### src/common/eclwf_pkg.sv
// ---------------------------------------------------------------
// lead word formation constants
// ---------------------------------------------------------------
package eclwf_pkg;
    localparam int SAMPLE_W   = 24;               // signed sample width per channel
    localparam int WORD_W     = 24;               // output word width
    localparam int NUM_WORDS  = 5;                // words per frame
    localparam int FIFO_DEPTH = 4;                // output buffer depth
    // field positions of the three selector bits in their host registers
    localparam int FMT_BIT_POS   = 4;             // frame_control bit
    localparam int DIFF_BIT_POS  = 10;            // channel_control bit
    localparam int CE_BIT_POS    = 8;             // common_mode_control bit
    // mode codes {format, differential, common electrode}
    localparam logic [2:0] MODE_DIG_LEAD = 3'h0;
    localparam logic [2:0] MODE_CE_A     = 3'h1;
    localparam logic [2:0] MODE_ANA_LEAD = 3'h2;
    localparam logic [2:0] MODE_ELEC     = 3'h4;
    localparam logic [2:0] MODE_CE_B     = 3'h5;
    // data rate codes; digital lead math is offered at RATE_2K and RATE_16K only
    localparam logic [1:0] RATE_2K   = 2'h0;
    localparam logic [1:0] RATE_16K  = 2'h1;
    localparam logic [1:0] RATE_128K = 2'h2;
    localparam int DIV3 = 3;                      // averaging divisor
    typedef enum logic [1:0] {
        ST_IDLE = 2'b00,
        ST_CALC = 2'b01,
        ST_EMIT = 2'b10
    } eclwf_state_type;
endpackage

### src/core/eclwf_fifo.sv
`timescale 1ns/1ps
// ---------------------------------------------------------------
// small synchronous fifo, valid/ready both sides
// ---------------------------------------------------------------
module eclwf_fifo #(
    parameter int WIDTH = 24,
    parameter int DEPTH = 4
) (
    // clock and reset
    input  wire logic             clk,
    input  wire logic             sys_rst,
    // fill side
    input  wire logic             in_valid,
    output logic                  in_ready,
    input  wire logic [WIDTH-1:0] in_data,
    // drain side
    output logic                  out_valid,
    input  wire logic             out_ready,
    output logic [WIDTH-1:0]      out_data
);
    localparam int AW = $clog2(DEPTH);
    logic [WIDTH-1:0] mem_q [DEPTH];   // storage
    logic [AW-1:0]    wr_q;            // write pointer
    logic [AW-1:0]    rd_q;            // read pointer
    logic [AW:0]      cnt_q;           // fill level
    logic             push;
    logic             pop;

    assign push      = in_valid && in_ready;
    assign pop       = out_valid && out_ready;
    // full only at DEPTH words; the level is one bit wider than the pointers
    // so that DEPTH itself does not wrap to zero
    assign in_ready  = (cnt_q < (AW+1)'(DEPTH));
    assign out_valid = (cnt_q != '0);
    assign out_data  = mem_q[rd_q];

    // storage write, no reset needed on data
    always_ff @(posedge clk) begin
        if (push) begin
            mem_q[wr_q] <= in_data;
        end
    end

    // pointers and level
    always_ff @(posedge clk or posedge sys_rst) begin
        if (sys_rst) begin
            wr_q  <= '0;
            rd_q  <= '0;
            cnt_q <= '0;
        end else begin
            if (push) begin
                wr_q <= (wr_q == AW'(DEPTH-1)) ? '0 : wr_q + 1'b1;
            end
            if (pop) begin
                rd_q <= (rd_q == AW'(DEPTH-1)) ? '0 : rd_q + 1'b1;
            end
            cnt_q <= cnt_q + (AW+1)'(push) - (AW+1)'(pop);
        end
    end
endmodule // eclwf_fifo

### src/core/eclwf_core.sv
`timescale 1ns/1ps
module eclwf_core (
    // clock and reset
    input  wire logic                                clk,
    input  wire logic                                sys_rst,
    // selector bits
    input  wire logic                                output_format_select,
    input  wire logic                                input_differential_select,
    input  wire logic                                common_electrode_enable,
    input  wire logic [1:0]                          data_rate_select,
    input  wire logic [5:0]                          common_mode_select,
    // sample input: ch0 LA, ch1 LL, ch2 RA/V3, ch3 V1, ch4 V2
    input  wire logic                                smp_valid,
    output logic                                     smp_ready,
    input  wire logic signed [eclwf_pkg::SAMPLE_W-1:0] smp_ch0,
    input  wire logic signed [eclwf_pkg::SAMPLE_W-1:0] smp_ch1,
    input  wire logic signed [eclwf_pkg::SAMPLE_W-1:0] smp_ch2,
    input  wire logic signed [eclwf_pkg::SAMPLE_W-1:0] smp_ch3,
    input  wire logic signed [eclwf_pkg::SAMPLE_W-1:0] smp_ch4,
    // word output stream
    output logic                                     word_valid,
    input  wire logic                                word_ready,
    output logic [eclwf_pkg::WORD_W-1:0]             word_data,
    output logic [2:0]                               word_index,
    output logic                                     mode_error
);
    localparam int W = eclwf_pkg::SAMPLE_W;
    localparam int XW = W + 4;                        // headroom for sums
    typedef logic signed [XW-1:0] eclwf_wide_type;

    // ---------------------------------------------------------------
    // state
    // ---------------------------------------------------------------
    eclwf_pkg::eclwf_state_type st_q;
    eclwf_wide_type             wd_q [eclwf_pkg::NUM_WORDS]; // computed words
    logic [2:0]                 idx_q;                      // next word to emit
    logic                       out_take;                   // output flop may load
    logic                       err_q;                      // unsupported setting
    logic                       fifo_ready;
    logic                       fifo_valid;
    logic [eclwf_pkg::WORD_W+2:0] fifo_out;
    eclwf_wide_type             la, ll, ra, v1, v2, ct;
    eclwf_wide_type             calc [eclwf_pkg::NUM_WORDS];
    logic [2:0]                 mode_now;
    logic                       mode_bad;

    assign la = XW'(smp_ch0);
    assign ll = XW'(smp_ch1);
    assign ra = XW'(smp_ch2);
    assign v1 = XW'(smp_ch3);
    assign v2 = XW'(smp_ch4);
    // the common_mode_select bits shape the analog common level only and
    // are never read here, so digital lead words cannot depend on them
    assign mode_now = {output_format_select, input_differential_select,
                       common_electrode_enable};
    // central terminal average, truncating division
    assign ct = (la + ll + ra) / XW'(eclwf_pkg::DIV3);

    // unsupported mode/rate combination; words are then zero
    always_comb begin
        mode_bad = 1'b0;
        case (mode_now)
            eclwf_pkg::MODE_DIG_LEAD:
                mode_bad = !(data_rate_select == eclwf_pkg::RATE_2K ||
                             data_rate_select == eclwf_pkg::RATE_16K);
            eclwf_pkg::MODE_CE_A,
            eclwf_pkg::MODE_ANA_LEAD,
            eclwf_pkg::MODE_ELEC,
            eclwf_pkg::MODE_CE_B:     mode_bad = 1'b0;
            default:                  mode_bad = 1'b1;
        endcase
    end

    // ---------------------------------------------------------------
    // word formation per mode
    // ---------------------------------------------------------------
    always_comb begin
        for (int i = 0; i < eclwf_pkg::NUM_WORDS; i++) begin
            calc[i] = '0;
        end
        case (mode_now)
            eclwf_pkg::MODE_DIG_LEAD: begin
                calc[0] = la - ra;
                calc[1] = ll - ra;
                calc[2] = ll - la;
                calc[3] = v1 - ct;
                calc[4] = v2 - ct;
            end
            eclwf_pkg::MODE_ANA_LEAD: begin
                // channels already hold leads; lead II arrives inverted
                calc[0] = la;
                calc[1] = -ll;
                calc[2] = ra;
                calc[3] = v1;
                calc[4] = v2;
            end
            eclwf_pkg::MODE_CE_A: begin
                // ch0 = LA-RA, ch1 = LL-RA, ch2 = V3-RA (ra referenced)
                calc[0] = la;
                calc[1] = ll;
                calc[2] = ra - (la + ll) / XW'(eclwf_pkg::DIV3);
                calc[3] = v1 - (la + ll) / XW'(eclwf_pkg::DIV3);
                calc[4] = v2 - (la + ll) / XW'(eclwf_pkg::DIV3);
            end
            eclwf_pkg::MODE_ELEC: begin
                calc[0] = la;
                calc[1] = ll;
                calc[2] = ra;
                calc[3] = v1;
                calc[4] = v2;
            end
            eclwf_pkg::MODE_CE_B: begin
                // ch2 carries V3 here; order LA, LL, V1, V2, V3
                calc[0] = la;
                calc[1] = ll;
                calc[2] = v1;
                calc[3] = v2;
                calc[4] = ra;
            end
            default: begin
                calc[0] = '0;
            end
        endcase
        if (mode_bad) begin
            for (int i = 0; i < eclwf_pkg::NUM_WORDS; i++) begin
                calc[i] = '0;
            end
        end
    end

    // ---------------------------------------------------------------
    // sequencing: take a sample, emit five words in order
    // ---------------------------------------------------------------
    // control state machine; smp_ready is a flop that mirrors the idle state except in the first cycle after reset,
    // when it is still low, so the port never carries a combinational path
    always_ff @(posedge clk or posedge sys_rst) begin
        if (sys_rst) begin
            st_q      <= eclwf_pkg::ST_IDLE;
            idx_q     <= 3'h0;
            smp_ready <= 1'b0;
        end else begin
            case (st_q)
                eclwf_pkg::ST_IDLE: begin
                    if (smp_valid && smp_ready) begin
                        st_q      <= eclwf_pkg::ST_EMIT;
                        idx_q     <= 3'h0;
                        smp_ready <= 1'b0;
                    end else begin
                        smp_ready <= 1'b1;
                    end
                end
                eclwf_pkg::ST_EMIT: begin
                    // stalls while the buffer is full
                    if (fifo_ready) begin
                        if (idx_q == 3'(eclwf_pkg::NUM_WORDS - 1)) begin
                            st_q      <= eclwf_pkg::ST_IDLE;
                            smp_ready <= 1'b1;
                        end
                        idx_q <= idx_q + 3'h1;
                    end
                end
                default: begin
                    st_q      <= eclwf_pkg::ST_IDLE;
                    smp_ready <= 1'b0;
                end
            endcase
        end
    end

    // word capture per sample
    always_ff @(posedge clk or posedge sys_rst) begin
        if (sys_rst) begin
            for (int i = 0; i < eclwf_pkg::NUM_WORDS; i++) begin
                wd_q[i] <= '0;
            end
            err_q  <= 1'b0;
        end else if (smp_valid && smp_ready) begin
            wd_q   <= calc;
            err_q  <= mode_bad;
        end
    end

    // ---------------------------------------------------------------
    // output buffer, carries word plus index
    // ---------------------------------------------------------------
    eclwf_fifo #(
        .WIDTH (eclwf_pkg::WORD_W + 3),
        .DEPTH (eclwf_pkg::FIFO_DEPTH)
    ) u_fifo (
        .clk       (clk),
        .sys_rst   (sys_rst),
        .in_valid  (st_q == eclwf_pkg::ST_EMIT),
        .in_ready  (fifo_ready),
        .in_data   ({idx_q, wd_q[idx_q][eclwf_pkg::WORD_W-1:0]}),
        .out_valid (fifo_valid),
        .out_ready (out_take),
        .out_data  (fifo_out)
    );

    // buffer pops exactly when the output flop loads, so no word is lost
    assign out_take = !word_valid || word_ready;

    // outputs from flops: register after the buffer
    always_ff @(posedge clk or posedge sys_rst) begin
        if (sys_rst) begin
            word_valid <= 1'b0;
            word_data  <= '0;
            word_index <= 3'h0;
            mode_error <= 1'b0;
        end else begin
            mode_error <= err_q;
            if (out_take) begin
                word_valid <= fifo_valid;
                word_data  <= fifo_out[eclwf_pkg::WORD_W-1:0];
                word_index <= fifo_out[eclwf_pkg::WORD_W+2:eclwf_pkg::WORD_W];
            end
        end
    end
endmodule // eclwf_core

### config.mk
export PLATFORM = sky130hd
export DESIGN_NAME = eclwf_core
export DESIGN_NICKNAME = d
export VERILOG_FILES = /design/src/common/eclwf_pkg.sv /design/src/core/eclwf_fifo.sv /design/src/core/eclwf_core.sv
export SDC_FILE = /design/constraint.sdc
export NUM_CORES = 1
export LEC_CHECK = 0
export BUFFER_PORTS_ARGS = -buffer_cell sky130_fd_sc_hd__clkbuf_2
export CAP_MARGIN = 20
export CORE_MARGIN = 2
export CORE_UTILIZATION = 60
export CTS_CLUSTER_DIAMETER = 80
export CTS_CLUSTER_SIZE = 10
export DETAILED_ROUTE_END_ITERATION = 12
export GPL_ROUTABILITY_DRIVEN = 1
export PLACE_DENSITY_LB_ADDON = 0.15
export SLEW_MARGIN = 25
export SYNTH_ARGS = -nofsm -noshare
export SYNTH_HDL_FRONTEND = slang
export SYNTH_SLANG_ARGS = --single-unit
export TNS_END_PERCENT = 100
### constraint.sdc
create_clock -name clk -period 13.6 [get_ports clk]
set_clock_uncertainty 0.05 [all_clocks]
set_input_delay 1.36 -clock clk [delete_from_list [all_inputs] [get_ports clk]]
set_output_delay 1.36 -clock clk [all_outputs]
set_load 0.02 [all_outputs]
==> qor.txt, run 1 <==
Number of I/O port buffers - 157
Synth Instances - 3,817
GRT Total Usage - 71.5%
CTS root buffer - clkbuf_16
Avg Inst Size Synth - 7.93 µm²
Gp weighted congestion - 1.04
Post-Place Cells - 5,283
Chip Width - 229 µm
CTS Hold Bufs - 0
Initial Util - 60.6%
Yosys synthesis warning count - 0
Clk sinks - 270
Register bit total from synthesis - 270
Global route overflow - 1
Top FF cell, synth - dfrtp_1
Htree depth - 1
Yosys cell types - 134
Post-synth EDFFs - 108
Status - aborted with a tool error
Stop err - [ERROR GRT-0232] Routing congestion too high. Check the congestion heatmap in the GUI.
Mapped Nets - 4,164
Die Ht - 229 µm
Largest net degree at the start of global routing - 87
Placed cell area - 37,600 µm²
Num ports - 165
Post-synthesis sequential area ratio - 24.1%
TritonCTS Buffers - 30
Row cnt - 82
Clk buf depth - 3
Async set or reset register ratio after synthesis - 60.0%
Dpl hpwl - 92,500 µm
Mapped cell area - 30,300 µm²
Last stage reached - global routing
metrics by stage:
| stage | worst slack [ps] | setup TNS (ps) |
|---|---|---|
| after CTS | -989 | -16120 |
| after detailed placement | -2080 | -41840 |
| after global placement | -1750 | -34850 |
| after floorplan | -1290 | -14330 |
repair_timing:
| action | CTS |
|---|---|
| pin swaps | 147 |
| setup endpoints to repair | 28 |
| buffers inserted | 185 |
| resized for setup | 270 |
| hold endpoints to repair | 0 |
| cloned | 2 |
Yosys cell counts, types with 56 or more instances:
cell type / n / area share, %
nand2_1: 425 / 5.3
o21ai_0: 375 / 6.2
nor2_1: 306 / 3.8
a21oi_1: 276 / 4.6
inv_1: 237 / 2.9
ha_1: 203 / 8.4
xnor2_1: 169 / 4.9
dfrtp_1: 162 / 13
clkbuf_1: 132 / 1.6
edfxtp_1: 108 / 11
a22oi_1: 77 / 1.9
mux2i_1: 75 / 2.5
nor3_1: 73 / 1.2
xor2_1: 73 / 2.1
o31ai_1: 57 / 1.4
nand2b_1: 56 / 1.2
routing by layer:
layer,GRT overflow,track usage [%]
met1,0,73.3
met2,0,87.1
met3,1,55.5
met4,0,66.5
met5,0,41.7
kinds of logic after synthesis:
kind of cell    count (synthesis)  synth area share, %
compound gates               1298                 28.4
xor+xnor                      247                 7.27
fa+ha+maj                     218                 9.18
buf+inv                       433                 5.81
flops                         270                 24.1
mux                           147                 6.25
simple gates                 1204                 19.0
==> run 2, diff against run 1 <==
--- a/config.mk
+++ b/config.mk
@@ -8,9 +8,7 @@
 export BUFFER_PORTS_ARGS = -buffer_cell sky130_fd_sc_hd__clkbuf_2
 export CAP_MARGIN = 20
 export CORE_MARGIN = 2
-export CORE_UTILIZATION = 60
-export CTS_CLUSTER_DIAMETER = 80
-export CTS_CLUSTER_SIZE = 10
+export CORE_UTILIZATION = 40
 export DETAILED_ROUTE_END_ITERATION = 12
 export GPL_ROUTABILITY_DRIVEN = 1
 export PLACE_DENSITY_LB_ADDON = 0.15
==> qor.txt, run 2 <==
CTS root buffer - clkbuf_16 (unchanged)
Worst-skew pair later-pin latency - 520 ps
Worst Tran Pin Value - 1150 ps
Top FF cell, synth - dfrtp_1 (unchanged)
Most frequent cells after synthesis - nand2_1, o21ai_0, nor2_1 (unchanged)
CP Data Arrival Time - 15,230 ps
DRC viols - 0
Routed vias/inst - 5.72
Core area - 74,700 µm²
Num ports - 165 (unchanged)
Max Fanout on Critical Path - 7
Avg Inst Size Synth - 7.93 µm² (unchanged)
Antenna violations before repair - 11
Min-Delay Path Class - flop to flop
Status - finished, violations left (was aborted with a tool error)
Detailed Routing Iterations Pass 1 - 6
Ranking of synthesized cells by area - dfrtp_1, edfxtp_1, ha_1 (unchanged)
Setup violators final - 29
Gp weighted congestion - 1.01 (was 1.04)
Register bit total from synthesis - 270 (unchanged)
Fin util - 56.8%
Vias in the first global route - 30,800
Layout cells sized above 1 - 36.2%
TritonCTS Buffers - 22 (was 30)
Fin. Hold Viols - 0
Area leader, netlist - dfrtp_1 (unchanged)
Htree depth - 1 (unchanged)
Initial Util - 40.5% (was 60.6%)
Yosys cell types - 134 (unchanged)
Mapped cell area - 30,300 µm² (unchanged)
Synth Instances - 3,817 (unchanged)
Setup TNS - -22,000 ps
Startpoint Class - input pin
GRT Total Usage - 29.9%
CP most frequent cell - o21ai_2
CTS tree - done
Fmax - 0.0672 GHz
Die area - 77,900 µm²
Post-synth EDFFs - 108 (unchanged)
Largest net degree at the start of global routing - 115
Yosys synthesis warning count - 0 (unchanged)
Commonest non-fill, non-tap cell in the layout - buf_4
Crit. End Element - flop
Period Utilization, post-route - 109%
Synth-to-Final Area Change - 40.0%
Max cap viols - 0
Final ANT Viol Nets - 0
Clk sinks - 270 (unchanged)
Clk slew on worst S/H paths - 70 ps
Die Ht - 279 µm (was 229 µm)
Cell with the most instances after synthesis - nand2_1 (unchanged)
PnR worst setup slack - -1290 ps
WHS - 334 ps
Top-area cell type share of the netlist area - 13.4% (unchanged)
Clk buf depth - 3 (unchanged)
Rel. slew slack - 23.2%
Max incr delay on CP - 560 ps
Place WS - -2270 ps (was -2080 ps)
Row cnt - 100 (was 82)
Mapped Nets - 4,164 (unchanged)
Max-slew violations - 0
Global route overflow - 0
Tmin final - 14,890 ps
Crit Path Class - input pin to flop
RSZ-0062 raised after global routing - yes
Chip Width - 279 µm (was 229 µm)
Top Registers - wd_q: 120 flops, u_fifo.mem_q: 108 flops, word_data: 24 flops
Initial DRC Count - 3,104
Max reg flops - 120
Reg with most FFs - wd_q
CP max-delay cell - or4_1
Fin nets - 5,188
Number of I/O port buffers - 157 (unchanged)
Async set or reset register ratio after synthesis - 60.0% (unchanged)
CTS Hold Bufs - 0 (unchanged)
Most frequent cells in the layout - buf_4, nand2_1, o21ai_0, nor2_1, a21oi_1
Wire per inst - 21.1 µm
Post-synthesis sequential area ratio - 24.1% (unchanged)
Via count - 33,400
Drt total wl - 123,000 µm
Worst EP required - 13,940 ps
First-pass GRT wire length - 182,000 µm
Reg2reg setup slack - 10,940 ps
Dpl hpwl - 97,400 µm (was 92,500 µm)
Violations in the final reports - negative setup slack
## run 2: path summary, 6_finish.rpt
check                           startpoint  cells past startpoint                  end
worst max-delay path            smp_ch0[0]                     81             wd_q[51]
worst min-delay path                 err_q                      0           mode_error
worst max register to register    idx_q[2]                      5  u_fifo.mem_q[3][13]
worst min register to register       err_q                      0           mode_error
max in group asynchronous          sys_rst                      3             wd_q[33]
min in group asynchronous          sys_rst                      2        word_data[20]
## run 2: per-stage QoR
step / cell area [µm²] / instances
after floorplan: 30500 / 3817
after global placement: 38400 / 5643
after detailed placement: 38400 / 5643
after CTS: 40300 / 5767
after global routing: 42400 / 5828
final: 42400 / 5829
## run 2: timing repair
| item | in CTS | in global routing |
|---|---|---|
| resized for setup | 134 | 347 |
| setup buffers | 84 | 84 |
| gates cloned | 0 | 1 |
| endpoints found under the setup margin | 35 | 47 |
| pin swaps | 118 | 244 |
## run 2: per-layer routing
metal	global-route usage (%)	share of wire [%]
met3	2.59	5.7
met4	12.0	4.9
met5	0	0.068
met2	49.5	46
met1	40.1	43
## run 2: worst max-delay path: cells and delay by family
kind                       cells  cell delay, ps
adders and majority gates      6            1520
muxes                          2             360
buffers and inverters         12            1390
and+or+nand+nor               19            3030
xor gates and xnor gates       4             790
AOI/OAI and AO/OA             38            6790
## run 2: cell families after synthesis
family	share of synthesized area (%)
AOI/OAI and AO/OA	28.4
and+or+nand+nor	19.0
buffers and inverters	5.81
DFF	24.1
xor gates and xnor gates	7.27
adders and majority gates	9.18
muxes	6.25
## run 2: final cells by class
type	count	area (µm²)
diodes	3	7.51
clock buffers	26	587
clock inverters	14	83.8
fillers	7022	32300
inverters	244	926
multi-input cells	3115	23500
flip-flops and latches	270	7300
well taps	969	1210
repair buffers	1188	8740
Power of run 2 is not shown: default switching activity piles up to over one toggle a cycle in this logic, so the estimate is an artifact.
